File: src/hw/ladder_dac_regs.svh
`ifndef LADDER_DAC_REGS_SVH
`define LADDER_DAC_REGS_SVH

`define CTRL_FIRST_ADDR 8'h00
`define CTRL_SECOND_ADDR 8'h01
`define ENABLE_BIT 7
`define PIN_DRIVE_BIT 5
`define SRC_SEL_HI 3
`define SRC_SEL_LO 2
`define LEVEL_HI 4
`define LEVEL_LO 0
`define CTRL_FIRST_MASK 8'hAC
`define CTRL_SECOND_MASK 8'h1F
`define CTRL_FIRST_RST 8'h00
`define CTRL_SECOND_RST 8'h00
`define LEVEL_COUNT 32
`define LEVEL_SHIFT 5

`endif

File: src/hw/ladder_dac_pkg.sv
package ladder_dac_pkg;

  typedef enum logic [1:0]
  {
    SRC_SUPPLY = 2'b00,
    SRC_EXT_PIN = 2'b01,
    SRC_FIXED_REF = 2'b10,
    SRC_RESERVED = 2'b11
  } high_source_e;

  typedef logic [4:0] level_t;

endpackage

File: src/hw/ladder_pin_ctrl.sv
`timescale 1ns/10ps

module ladder_pin_ctrl
(
  input wire logic i_mclk,
  input wire logic i_srst,
  input wire logic i_pin_drive,
  input wire logic i_pin_raw,
  output logic o_pin_analog,
  output logic o_digital_off,
  output logic o_pin_read
);

  logic sync1_ff;
  logic sync2_ff;

  always_ff @(posedge i_mclk)
  begin
    if (i_srst)
    begin
      sync1_ff <= 1'b0;
      sync2_ff <= 1'b0;
    end
    else
    begin
      sync1_ff <= i_pin_raw;
      sync2_ff <= sync1_ff;
    end
  end

  assign o_pin_analog = i_pin_drive;
  assign o_digital_off = i_pin_drive;
  // detector is off, so the read is forced low
  assign o_pin_read = i_pin_drive ? 1'b0 : sync2_ff;

endmodule

File: src/hw/ladder_reference_dac_control.sv
`timescale 1ns/10ps
`include "ladder_dac_regs.svh"

module ladder_reference_dac_control
(
  input wire logic i_mclk,
  input wire logic i_srst,
  input wire logic [7:0] i_addr,
  input wire logic [7:0] i_wdata,
  input wire logic i_wr,
  input wire logic i_rd,
  output logic [7:0] o_rdata,
  input wire logic i_wake,
  input wire logic i_pin_raw,
  output logic o_enable,
  output logic [4:0] o_level,
  output logic [5:0] o_ladder_ratio_num,
  output logic [2:0] o_high_onehot,
  output logic o_low_ground,
  output logic o_to_comparator,
  output logic o_to_adc,
  output logic o_pin_analog,
  output logic o_digital_off,
  output logic o_pin_read
);

  ////////////////////////////////////////////////////////////////////////////
  // registers

  logic [7:0] first_ff;
  logic [7:0] second_ff;
  logic [7:0] rdata_ff;
  logic [7:0] nxt_first;
  logic [7:0] nxt_second;
  logic [7:0] nxt_rdata;

  wire logic hit_first;
  wire logic hit_second;
  wire logic enable_bit;
  wire logic pin_drive;
  wire logic [1:0] src_sel;

  assign hit_first = i_addr == `CTRL_FIRST_ADDR;
  assign hit_second = i_addr == `CTRL_SECOND_ADDR;

  // wake carries no reset: the first register is simply left alone
  assign nxt_first = (i_wr && hit_first) ? (i_wdata & `CTRL_FIRST_MASK) : first_ff;
  assign nxt_second = (i_wr && hit_second) ? (i_wdata & `CTRL_SECOND_MASK) : second_ff;
  // unmapped addresses read zero
  assign nxt_rdata = !i_rd ? 8'h00 :
                     hit_first ? first_ff :
                     hit_second ? second_ff : 8'h00;

  always_ff @(posedge i_mclk)
  begin
    if (i_srst)
    begin
      first_ff <= `CTRL_FIRST_RST;
      second_ff <= `CTRL_SECOND_RST;
      rdata_ff <= 8'h00;
    end
    else
    begin
      first_ff <= nxt_first;
      second_ff <= nxt_second;
      rdata_ff <= nxt_rdata;
    end
  end

  assign o_rdata = rdata_ff;

  ////////////////////////////////////////////////////////////////////////////
  // ladder control

  assign enable_bit = first_ff[`ENABLE_BIT];
  assign pin_drive = first_ff[`PIN_DRIVE_BIT] & enable_bit;
  assign src_sel = first_ff[`SRC_SEL_HI:`SRC_SEL_LO];

  assign o_enable = enable_bit;
  assign o_level = second_ff[`LEVEL_HI:`LEVEL_LO];
  // tap fraction is num/2^5; zero when disabled, low source is ground
  assign o_ladder_ratio_num = enable_bit ? {1'b0, o_level} : 6'h00;
  assign o_to_comparator = enable_bit;
  assign o_to_adc = enable_bit;

  ladder_source_route u_route
  (
    .i_enable(enable_bit),
    .i_src_sel(src_sel),
    .o_high_onehot(o_high_onehot),
    .o_low_ground(o_low_ground)
  );

  ladder_pin_ctrl u_pin
  (
    .i_mclk(i_mclk),
    .i_srst(i_srst),
    .i_pin_drive(pin_drive),
    .i_pin_raw(i_pin_raw),
    .o_pin_analog(o_pin_analog),
    .o_digital_off(o_digital_off),
    .o_pin_read(o_pin_read)
  );

  // i_wake only matters in that it changes nothing
  wire logic unused_wake;
  assign unused_wake = i_wake;

endmodule

File: src/hw/ladder_source_route.sv
`timescale 1ns/10ps
`include "ladder_dac_regs.svh"

module ladder_source_route
(
  input wire logic i_enable,
  input wire logic [1:0] i_src_sel,
  output logic [2:0] o_high_onehot,
  output logic o_low_ground
);

  wire logic sel_supply;
  wire logic sel_ext;
  wire logic sel_fixed;

  // reserved code selects nothing: ladder top left with no source connected
  assign sel_supply = i_src_sel == ladder_dac_pkg::SRC_SUPPLY;
  assign sel_ext = i_src_sel == ladder_dac_pkg::SRC_EXT_PIN;
  assign sel_fixed = i_src_sel == ladder_dac_pkg::SRC_FIXED_REF;
  assign o_high_onehot = i_enable ? {sel_fixed, sel_ext, sel_supply} : 3'h0;
  assign o_low_ground = 1'b1;

endmodule
File: config.mk
export PLATFORM = sky130hd
export DESIGN_NAME = ladder_reference_dac_control
export DESIGN_NICKNAME = d
export VERILOG_FILES = /design/src/hw/ladder_dac_pkg.sv /design/src/hw/ladder_pin_ctrl.sv /design/src/hw/ladder_reference_dac_control.sv /design/src/hw/ladder_source_route.sv
export VERILOG_INCLUDE_DIRS = /design/src /design/src/hw
export SDC_FILE = /design/constraint.sdc
export NUM_CORES = 1
export LEC_CHECK = 0
export ABC_AREA = 1
export ABC_CLOCK_PERIOD_IN_PS = 1800
export BUFFER_PORTS_ARGS = -buffer_cell sky130_fd_sc_hd__buf_2
export CELL_PAD_IN_SITES_DETAIL_PLACEMENT = 1
export CELL_PAD_IN_SITES_GLOBAL_PLACEMENT = 1
export CORE_AREA = 2 2 58 60
export CTS_BUF_LIST = sky130_fd_sc_hd__clkbuf_16
export DETAILED_ROUTE_END_ITERATION = 16
export DIE_AREA = 0 0 60 62
export PLACE_DENSITY_LB_ADDON = 0.2
export SLEW_MARGIN = 15
export SYNTH_ARGS = -nofsm -noshare
export SYNTH_HDL_FRONTEND = slang
export SYNTH_SLANG_ARGS = --single-unit
File: constraint.sdc
create_clock -name i_mclk -period 1.8 [get_ports i_mclk]
set_clock_uncertainty 0.2 [all_clocks]
set_input_delay 0.09 -clock i_mclk [delete_from_list [all_inputs] [get_ports i_mclk]]
set_output_delay 0.09 -clock i_mclk [all_outputs]
set_load 0.01 [all_outputs]
Yosys cells after proc, flatten, opt, wreduce, memory -nomap -nowiden --
Cells that the tools add are included.
Word-level totals: flip-flop bits (word level) 19, bits of input ports 22, output and inout bits 29, logic and storage cells 25
Cells by class: eq/ne operators 3, multiplexer cells 5, bitwise gates (word level) 3, reductions and logical operators 7
Operator list (number):
- $mux W5 | 2
- $eq A8 B1 Y1 const B | 1
- $logic_not A8 Y1 | 1
- $mux W8 | 1
- $reduce_or A4 Y1 | 1
- $mux W3 | 1
- $reduce_or A3 Y1 | 1
- $eq A2 B1 Y1 const B | 1
- $eq A2 B2 Y1 const B | 1
- $logic_and A1 B1 Y1 | 2
- $logic_not A2 Y1 | 1
- $not A1 Y1 | 2
- $reduce_or A2 Y1 | 1
- $and A1 B1 Y1 | 1
- $mux W1 | 1

Logic depth before layout (Yosys ltp) --
Gate-level depths: netlist of the first run.
depth in word-level cells 3, depth in mapped cells 8, gate-level depth less buffers 7

By module --
From an unflattened synthesis of the first run, not the netlist that was laid out.
Second synthesis, totals: cell total of the unflattened synthesis 132, area, all modules 895.9 sq um
By module, submodules not included:
- ladder_reference_dac_control | instances 1, cells an instance 113, area each 780.7 sq um
- ladder_pin_ctrl | instances 1, cells an instance 10, area each 77.6 sq um
- ladder_source_route | instances 1, cells an instance 9, area each 37.5 sq um

Worst setup path after synthesis of the first run --
No wires, ideal clock.
path kind flip-flop to output port, from reg first_ff[7], to out o_high_onehot[0], arrival 1.018 ns, required time 1.510 ns, slack 0.492 ns, stages on the path, launching flop included 4, buffers on the path 1, path through dfxtp_1 -> clkbuf_1 -> inv_1 -> nor3_1
Between the ends: word-level cells in the longest chain between the ends 1
RTL lines:
- from (decl) | line ladder_reference_dac_control.sv:30 | logic [7:0] first_ff;
- from (signal assigned) | line ladder_reference_dac_control.sv:58 | first_ff <= `CTRL_FIRST_RST;
- from (signal assigned) | line ladder_reference_dac_control.sv:64 | first_ff <= nxt_first;
- $mux W3 | line ladder_source_route.sv:20 | assign o_high_onehot = i_enable ? {sel_fixed, sel_ext, sel_supply} : 3'h0;
- to (decl) | line ladder_reference_dac_control.sv:18 | output logic [2:0] o_high_onehot,
No other way between the ends.

Final worst setup path of the first run --
from reg first_ff[7], to out o_high_onehot[1]
Same word-level chain as after synthesis.

==> reports/metrics.csv, run 1 <==
stage,metric,value,unit
outcome,status,completed,
route,"antenna viol nets, final",0,
cells_and_area,fin util,38.96,%
route,via count,879,
sta,min cycle time layout,1.568,ns
critical_path,"Slowest-stage cell, CP",dfxtp_1,
route,WL/cell,9.163,um
floorplanning,number of I/O pins,51,
cts,Clock Pin Slew Worst Setup and Hold Paths,0.05,ns
cts,cell at the root of the clock tree,clkbuf_16,
critical_path,worst path arrival time,1.28,ns
sta,RSZ-0062 raised after global routing,no,
floorplanning,# rows,21,
route,via/cell ratio,3.977,
cts,CTS tree,built,
logic_synthesis,leading post-synthesis cells by instance count,"inv_1, nor2_1, nand2_1",
route,1st-pass router iterations,4,
logic_synthesis,Post-Synthesis Cell Area,857.1,sq um
hold_path,Worst Hold Class,input port to flip-flop,
floorplanning,die area,3720,sq um
global_route,first-pass GRT wire length,3167,um
floorplanning,Starting Density,26.96,%
critical_path,Critical Path Source Type,flip-flop,
cts,total CTS buffers,3,
critical_path,Worst setup EP type,primary output,
route,final WL,2025,um
global_route,initial antenna violation count,0,
cells_and_area,Layout area overhead,44.53,%
power_and_ir_drop,maximum VDD drop,286.4,uV
sta,fin crit share,87.09,%
sta,worst hold margin,0.03804,ns
cts,Worst-Skew Late Latency,0.24,ns
power_and_ir_drop,"Power, Total",0.9012,mW
place,placed instance area,1074,sq um
place,number of buffers added on ports,45,
critical_path,worst-path fanout max,12,
logic_synthesis,post-synth top area share,42.04,%
cells_and_area,number of diodes,0,
place,Post-DP HPWL,1599,um
route,DRC,0,
power_and_ir_drop,Leakage,0.6708,nW
logic_synthesis,top-count cell post-synth,inv_1,
global_route,largest net degree at the start of global routing,19,
power_and_ir_drop,PwrDens,727.5,nW/um^2
sta,final hold violation count,0,
logic_synthesis,Mapped Cells,127,
cts,setup bufs post-CTS,0,
logic_synthesis,synthesized flop and latch total,18,
route,drt first-iter violations,19,
logic_synthesis,Ys Warns,0,
global_route,grt ovf,0,
global_route,aggregate global-route resource usage,11.37,%
logic_synthesis,Yosys top cell by area,dfxtp_1,
logic_synthesis,number of synthesized flops with an enable pin,0,
cells_and_area,Final nets,199,
critical_path,"Largest stage delay, worst path",0.55,ns
global_route,vias in the first global route,780,
logic_synthesis,main flop type after synthesis,dfxtp_1,
floorplanning,area of the core,3179,sq um
cells_and_area,fraction of layout cells with a size suffix above 1,30.86,%
sta,# setup viols final,0,
place,RD Place Congestion,0.6895,
cells_and_area,post-route cell area,1239,sq um
cts,Clock Path Buffers,2,
floorplanning,Die X,60,um
critical_path,critical path class,flip-flop to primary output,
sta,fin. max-slew vios,0,
logic_synthesis,sequential area share after synthesis,42.04,%
logic_synthesis,Synth area leaders,"dfxtp_1, inv_1, nor2_1",
run,Max Cap Viol,0,
sta,setup_tns,0,ns
floorplanning,DIE HEIGHT,62,um
sta,FMAX,637.9,MHz
critical_path,CP required,1.51,ns
logic_synthesis,Post-synth ARST share,0,%
critical_path,CP cell instances,inv_1 -> nor3_1 -> buf_2,
logic_synthesis,synth unique cells,17,
logic_synthesis,syn avg cell area,6.749,sq um
cts,htree depth,1,
cts,CTS sink cnt,18,
[metrics by stage]
stage | std cells | setup slack (ns)
floorplan | 128 | 0.4920
global placement | 209 | 0.5750
detailed placement | 209 | 0.4722
CTS | 221 | 0.1958
global route | 221 | 0.1502
finish | 221 | 0.2324
[layout by cell type (no fill, tap or decap), drive strengths merged]
cell type	count
dlygate4sd3	9
a21oi	9
dfxtp	18
o21ai	1
nor3	2
clkinv	1
buf	45
nand3	12
nor2	26
clkbuf	3
nand2	22
inv	24
conb	3
[registers in the layout (all words and copies together), names as in the netlist]
name            cells
first_ff            4
o_rdata             7
second_ff           5
u_pin.sync1_ff      1
u_pin.sync2_ff      1
[cells by family after synthesis]
| family | synth area share [%] |
|---|---|
| AND/OR/NAND/NOR | 32.12 |
| buffers and inverters | 19.12 |
| flip-flops | 42.04 |
| AO/OA/AOI/OAI | 5.838 |
| other | 0.8762 |
[final timing paths]
kind,slack [ns],from,depth (start not counted),endpoint
max,0.23,first_ff[7],3,o_high_onehot[1]
min,0.04,i_rd,5,o_rdata[0]
max reg2reg,0.73,first_ff[7],2,o_rdata[7]
min reg2reg,0.21,u_pin.sync1_ff,2,u_pin.sync2_ff
[where the power goes]
part | internal, mW | leakage, nW | total [mW] | switching [mW]
clock network | 0.291 | 0.0370 | 0.426 | 0.135
logic | 0.0363 | 0.488 | 0.0723 | 0.0361
registers | 0.402 | 0.145 | 0.403 | 0.00103
total | 0.729 | 0.671 | 0.901 | 0.172
[repair_timing]
action                                 4_1_cts  5_1_grt
gates resized for setup                      0        0
hold buffers                                 9        0
endpoints found under the hold margin       11        0
[metal layers]
layer | routed length, um | vias up | track usage (%)
met5 | 0 | - | 0
met4 | 27 | 0 | 7.619
met3 | 105 | 2 | 2.070
met2 | 986 | 30 | 20.19
met1 | 905 | 384 | 12.36
li1 | - | 463 | -
[worst max-delay path: cells and delay by family (launching register included)]
| kind | cells | cell delay, ns |
|---|---|---|
| and+or+nand+nor | 1 | 0.18 |
| DFF | 1 | 0.55 |
| buffers and inverters | 2 | 0.31 |
[final cells by class]
type	instances	area, sq um
tap	46	57.56
inverter	25	93.84
clock buffer	3	75.07
fill	423	1941
sequential	18	360.3
timing repair buffer	54	315.3
multi-input combinational	75	336.6
(Power assumes the default switching activity.)
==> run 2: changes to the inputs <==
--- a/config.mk
+++ b/config.mk
@@ -19,4 +19,5 @@
 export SLEW_MARGIN = 15
 export SYNTH_ARGS = -nofsm -noshare
 export SYNTH_HDL_FRONTEND = slang
+export SYNTH_HIERARCHICAL = 1
 export SYNTH_SLANG_ARGS = --single-unit
==> run 2 against run 1 <==
  * Critical path type unchanged
  * Critical endpoint unchanged
  * Sequential power is essentially flat
  * Area after synthesis rose by 4.5%
  * Largest power group unchanged
  * Maximum frequency rose by 6.3%
  * Critical path depth unchanged
  * Die area is the same
  * Largest cell class unchanged
  * Core utilization grew 0.55 points
==> reports/metrics.csv, run 2 <==
stage,metric,value,unit,change
logic_synthesis,Yosys top cell by area,dfxtp_1,,
sta,final hold violation count,0,,unchanged
sta,Rel. slew slack,65.76,%,
hold_path,Worst Hold Class,input port to flip-flop,,
global_route,largest net degree at the start of global routing,19,,unchanged
logic_synthesis,Post-Synthesis Cell Area,895.9,sq um,+4.5%
route,DRC,0,,unchanged
global_route,first-pass GRT wire length,3401,um,+7.4%
floorplanning,# rows,21,,unchanged
cells_and_area,Fillers,445,,+5.2%
logic_synthesis,post-synth top area share,40.22,%,-1.8 points
cts,# resized after CTS,0,,unchanged
outcome,status,completed,,
cts,CTS tree,built,,
route,final WL,2079,um,+2.7%
cts,CTS Hold Bufs,9,,unchanged
logic_synthesis,main flop type after synthesis,dfxtp_1,,
cells_and_area,max FFs per register,7,,unchanged
cts,Worst-Skew Late Latency,0.25,ns,about the same
sta,RSZ-0062 raised after global routing,no,,
floorplanning,area of the core,3179,sq um,unchanged
cts,cell at the root of the clock tree,clkbuf_16,,
floorplanning,DIE HEIGHT,62,um,unchanged
power_and_ir_drop,"Power, Total",0.9157,mW,+1.6%
cts,htree depth,1,,unchanged
sta,min cycle time layout,1.475,ns,-0.09233 ns
global_route,aggregate global-route resource usage,12.32,%,+0.95 points
critical_path,Worst setup EP type,primary output,,
route,WL/cell,9.240,um,+0.84%
cells_and_area,Layout area overhead,40.22,%,
cells_and_area,most frequent cells in the layout,"buf_2, inv_1, nor2_1, nand2_1, dfxtp_1",,
power_and_ir_drop,PwrDens,729.0,nW/um^2,+0.20%
logic_synthesis,Mapped Cells,132,,+3.9%
sta,fin. max-slew vios,0,,unchanged
cts,total CTS buffers,3,,unchanged
cells_and_area,fraction of layout cells with a size suffix above 1,31.28,%,+0.43 points
cells_and_area,number of diodes,0,,unchanged
sta,Slew @ Worst Pin,0.5117,ns,
critical_path,critical path class,flip-flop to primary output,,
logic_synthesis,Post-synth ARST share,0,%,unchanged
critical_path,Critical Path Source Type,flip-flop,,
logic_synthesis,Synth area leaders,"dfxtp_1, inv_1, nor2_1",,
sta,setup_tns,0,ns,unchanged
floorplanning,die area,3720,sq um,unchanged
place,Post-DP HPWL,1602,um,+0.14%
route,via count,905,,+3.0%
place,RD Place Congestion,0.6709,,-2.7%
logic_synthesis,synth unique cells,15,,-2
route,1st-pass router iterations,2,,-2
critical_path,worst path arrival time,1.19,ns,-0.09 ns
logic_synthesis,synthesized flop and latch total,18,,unchanged
route,drt first-iter violations,19,,unchanged
logic_synthesis,syn avg cell area,6.787,sq um,+0.57%
power_and_ir_drop,maximum VDD drop,292.2,uV,+2.0%
cts,Clock Path Buffers,2,,unchanged
cts,setup bufs post-CTS,0,,unchanged
floorplanning,number of I/O pins,51,,unchanged
sta,# setup viols final,0,,unchanged
logic_synthesis,Ys Warns,6,,+6
logic_synthesis,leading post-synthesis cells by instance count,"inv_1, nor2_1, nand2_1",,
floorplanning,Starting Density,28.18,%,+1.2 points
sta,fin crit share,81.96,%,-5.1 points
logic_synthesis,number of synthesized flops with an enable pin,0,,unchanged
global_route,initial antenna violation count,0,,unchanged
logic_synthesis,sequential area share after synthesis,40.22,%,-1.8 points
cts,Clock Pin Slew Worst Setup and Hold Paths,0.05,ns,about the same
cells_and_area,Final nets,202,,+1.5%
route,via/cell ratio,4.022,,+1.1%
global_route,vias in the first global route,829,,+6.3%
power_and_ir_drop,Leakage,0.6928,nW,+3.3%
run,Max Cap Viol,0,,unchanged
route,"antenna viol nets, final",0,,unchanged
logic_synthesis,top-count cell post-synth,inv_1,,
sta,FMAX,677.9,MHz,+6.3%
critical_path,worst-path fanout max,13,,+1
cells_and_area,"most common cell after layout, fill and taps aside",buf_2,,
place,number of buffers added on ports,45,,unchanged
floorplanning,Die X,60,um,unchanged
critical_path,CP required,1.51,ns,about the same
global_route,grt ovf,0,,unchanged
cts,CTS sink cnt,18,,unchanged
run 2: cells by family after synthesis:
family	share of synthesized area, %
other	0.8383
DFF	40.22
and+or+nand+nor	32.40
buffers and inverters	21.51
AOI/OAI and AO/OA	5.028
run 2: worst paths after layout:
check                                     from                to  slack, ns  cells past startpoint
worst max-delay path               first_ff[7]  o_high_onehot[1]       0.32                      3
worst min-delay path                      i_rd        o_rdata[7]       0.06                      5
worst max register to register     first_ff[7]       first_ff[7]       0.80                      2
worst min register to register  u_pin/sync1_ff    u_pin/sync2_ff       0.22                      2
run 2: where the power goes:
group	switching [mW]	internal (mW)
sequential	0.00104	0.402
clock	0.146	0.295
combinational	0.0367	0.0358
total	0.183	0.732
run 2: critical path, cell delays in order, from the launching register on:
cell	delay [ns]
dfxtp_1	0.56
nand2_1	0.13
nor2_1	0.10
buf_2	0.13
run 2: cell type report:
class                           count  area [sq um]  share of cell area, %
Sequential cell                    18         360.3                  28.69
Multi-Input combinational cell     77         346.6                  27.59
Timing Repair Buffer               54         315.3                  25.10
Inverter                           26         97.59                  7.769
Clock buffer                        3         75.07                  5.976
Tap cell                           46         57.56                  4.582
Clock inverter                      1         3.754                 0.2988
run 2: per-layer routing:
metal	GRT usage (%)	vias up	wire length, um
met4	7.619	0	46
met2	22.52	31	1103
met3	2.070	5	96
met5	0	-	0
met1	13.24	397	832
li1	-	472	-
run 2: through the flow:
step           hold WS [ns]  worst slack, ns  util, %  cells  instance area, sq um
2_1_floorplan      -0.03882           0.6543        -    133                 899.6
3_3_place_gp        0.08813           0.4584    34.20    212                  1087
3_5_place_dp         0.1073           0.4209    34.20    212                  1087
4_1_cts             0.07179           0.2915    39.51    225                  1256
5_1_grt              0.1028           0.2079    39.51    225                  1256
6_report            0.06474           0.3248    39.51    225                  1256
==> run 3: changes to the inputs <==
--- a/config.mk
+++ b/config.mk
@@ -7,14 +7,14 @@
 export NUM_CORES = 1
 export LEC_CHECK = 0
 export ABC_AREA = 1
-export ABC_CLOCK_PERIOD_IN_PS = 1800
+export ABC_CLOCK_PERIOD_IN_PS = 1500
 export BUFFER_PORTS_ARGS = -buffer_cell sky130_fd_sc_hd__buf_2
 export CELL_PAD_IN_SITES_DETAIL_PLACEMENT = 1
 export CELL_PAD_IN_SITES_GLOBAL_PLACEMENT = 1
-export CORE_AREA = 2 2 58 60
+export CORE_AREA = 2 2 60 62
 export CTS_BUF_LIST = sky130_fd_sc_hd__clkbuf_16
 export DETAILED_ROUTE_END_ITERATION = 16
-export DIE_AREA = 0 0 60 62
+export DIE_AREA = 0 0 62 64
 export PLACE_DENSITY_LB_ADDON = 0.2
 export SLEW_MARGIN = 15
 export SYNTH_ARGS = -nofsm -noshare
==> constraint.sdc (replaced) <==
create_clock -name i_mclk -period 1.5 [get_ports i_mclk]
set_clock_uncertainty 0.2 [all_clocks]
set_input_delay 0.075 -clock i_mclk [delete_from_list [all_inputs] [get_ports i_mclk]]
set_output_delay 0.075 -clock i_mclk [all_outputs]
set_load 0.01 [all_outputs]
==> run 3 against run 2 <==
  * Combinational power rose by 25%
  * Final cell count up 0.89%
  * Via count is 0.33% lower
  * Core utilization fell by 0.69 points
  * Register-to-register slack worse by 0.18 ns
  * Global-route usage grew 0.20 points
  * Non-clock buffer count increased by 2
  * Critical path depth grew 1
  * Total power grew 20%
  * First-iteration DRC count decreased by 68%
  * Critical path type is now input port to flip-flop
  * Critical endpoint is now u_pin/sync1_ff
  * Largest power group unchanged
==> reports/metrics.csv, run 3 (synthesized netlist as in run 2, its figures left out) <==
stage,metric,value,unit,change
sta,fin crit share,94.36,%,
cts,Clock Pin Slew Worst Setup and Hold Paths,0.05,ns,about the same
cells_and_area,number of diodes,0,,unchanged
critical_path,Reg2Reg Depth,2,,unchanged
critical_path,Critical Path Source Type,input port,,
power_and_ir_drop,PwrDens,862.2,nW/um^2,+18%
cells_and_area,post-route cell area,1275,sq um,+1.5%
critical_path,critical path class,input port to flip-flop,,
critical_path,crit path launch,i_srst,,
critical_path,worst-path fanout max,4,,-9
sta,RSZ-0062 raised after global routing,no,,
floorplanning,Starting Density,27.28,%,-0.90 points
run,Max Cap Viol,0,,unchanged
route,via count,902,,-0.33%
route,drt first-iter violations,6,,-13
critical_path,Worst setup endpoint,u_pin/sync1_ff,,
cts,total CTS buffers,3,,unchanged
floorplanning,number of I/O pins,51,,unchanged
cells_and_area,Final nets,204,,+0.99%
global_route,aggregate global-route resource usage,12.52,%,+0.20 points
sta,setup_tns,0,ns,unchanged
critical_path,Worst setup EP type,flip-flop,,
critical_path,worst path arrival time,1.41,ns,+0.22 ns
route,via/cell ratio,3.974,,-1.2%
global_route,first-pass GRT wire length,3712,um,+9.1%
route,DRC,0,,unchanged
hold_path,Worst Hold Class,input port to flip-flop,,
cts,cell at the root of the clock tree,clkbuf_16,,
place,RD Place Congestion,0.6947,,+3.5%
floorplanning,area of the core,3284,sq um,+3.3%
cells_and_area,Layout area overhead,42.32,%,
route,final WL,2144,um,+3.1%
place,placed instance area,1095,sq um,+0.69%
route,1st-pass router iterations,3,,+1
cells_and_area,fraction of layout cells with a size suffix above 1,32.04,%,+0.76 points
power_and_ir_drop,Leakage,0.7026,nW,+1.4%
cells_and_area,Fillers,453,,+1.8%
power_and_ir_drop,maximum VDD drop,356.5,uV,+22%
cells_and_area,max FFs per register,7,,unchanged
cts,htree depth,1,,unchanged
critical_path,CP required,1.49,ns,-0.02 ns
cts,Worst-Skew Late Latency,0.25,ns,about the same
route,"antenna viol nets, final",0,,unchanged
floorplanning,# rows,21,,unchanged
global_route,largest net degree at the start of global routing,19,,unchanged
global_route,initial antenna violation count,0,,unchanged
cts,setup bufs post-CTS,0,,unchanged
critical_path,RR Endpoint,first_ff[7],,
cells_and_area,fin util,38.82,%,-0.69 points
cts,CTS sink cnt,18,,unchanged
outcome,status,completed,,
cells_and_area,"most common cell after layout, fill and taps aside",buf_2,,
critical_path,R2R setup slack,0.62,ns,-0.18 ns
cts,CTS tree,built,,
sta,fin. max-slew vios,0,,unchanged
sta,FMAX,706.5,MHz,
critical_path,Crit Reg-Reg Startpoint,first_ff[7],,
cells_and_area,most frequent cells in the layout,"buf_2, inv_1, nor2_1, nand2_1, dfxtp_1",,
place,Post-DP HPWL,1631,um,+1.8%
route,WL/cell,9.445,um,+2.2%
sta,min cycle time layout,1.415,ns,
global_route,vias in the first global route,912,,+10%
sta,worst hold margin,0.05228,ns,-0.01247 ns
floorplanning,DIE HEIGHT,64,um,+3.2%
floorplanning,die area,3968,sq um,+6.7%
floorplanning,Die X,62,um,+3.3%
cts,Clock Path Buffers,2,,unchanged
global_route,grt ovf,0,,unchanged
place,number of buffers added on ports,45,,unchanged
sta,# setup viols final,0,,unchanged
sta,final hold violation count,0,,unchanged
==> run 3: changes by cell type in the layout (fill, tap and decap cells not counted) <==
cell           change
buf_4              +1
dlygate4sd3_1      +1
dfxtp_1            -1
dfxtp_2            +1
==> run 3: worst min path at each step <==
stage	slack, ns	to	startpoint	cells after the start
global placement	0.07	u_pin/sync1_ff	i_pin_raw	3
detailed placement	0.09	u_pin/sync1_ff	i_srst	2
CTS	0.06	o_rdata[7]	i_addr[2]	6
finish	0.05	o_rdata[7]	i_addr[2]	6
global route	0.10	o_rdata[1]	i_addr[4]	6
floorplan	-0.05	u_pin/sync1_ff	i_srst	1
==> run 3: what timing repair did <==
item                       in CTS  in global routing
setup endpoints to repair       1                  0
hold endpoints to repair       11                  0
gates resized for setup         1                  0
hold buffers                   10                  0
==> run 3: worst max-delay path, stage by stage <==
cell and delay [ns]:
dlygate4sd3_1 0.54, buf_2 0.15, nor2_1 0.09, dlygate4sd3_1 0.55
==> run 3: area by class of cell <==
type / instances / area (sq um) / area share [%]
Clock buffer: 3 / 75.07 / 5.888
Clock inverter: 1 / 3.754 / 0.2944
Inverter: 26 / 97.59 / 7.655
Multi-Input combinational cell: 77 / 346.6 / 27.18
Sequential cell: 18 / 361.6 / 28.36
Tap cell: 46 / 57.56 / 4.514
Timing Repair Buffer: 56 / 332.8 / 26.10
==> run 3: power by group <==
group / internal (mW) / leakage [nW] / switching (mW)
Sequential: 0.482 / 0.146 / 0.00141
Clock: 0.354 / 0.0385 / 0.171
Combinational: 0.0463 / 0.518 / 0.0445
Total: 0.882 / 0.703 / 0.217
==> run 3: through the flow <==
step / setup WS (ns) / power [mW] / cells
2_1_floorplan: 0.3693 / 0.5376 / 133
3_3_place_gp: 0.1739 / 0.5619 / 213
3_5_place_dp: 0.1463 / 0.5640 / 213
4_1_cts: 0.1021 / 1.108 / 227
5_1_grt: 0.02835 / 1.154 / 227
6_report: 0.08463 / 1.099 / 227
==> run 3: metal layers <==
layer	share of wire [%]	GRT usage (%)	up-vias
met2	49	22.01	34
met4	2.8	7.181	0
met5	0	0	-
met1	43	13.38	388
li1	-	-	475
met3	4.4	2.024	5
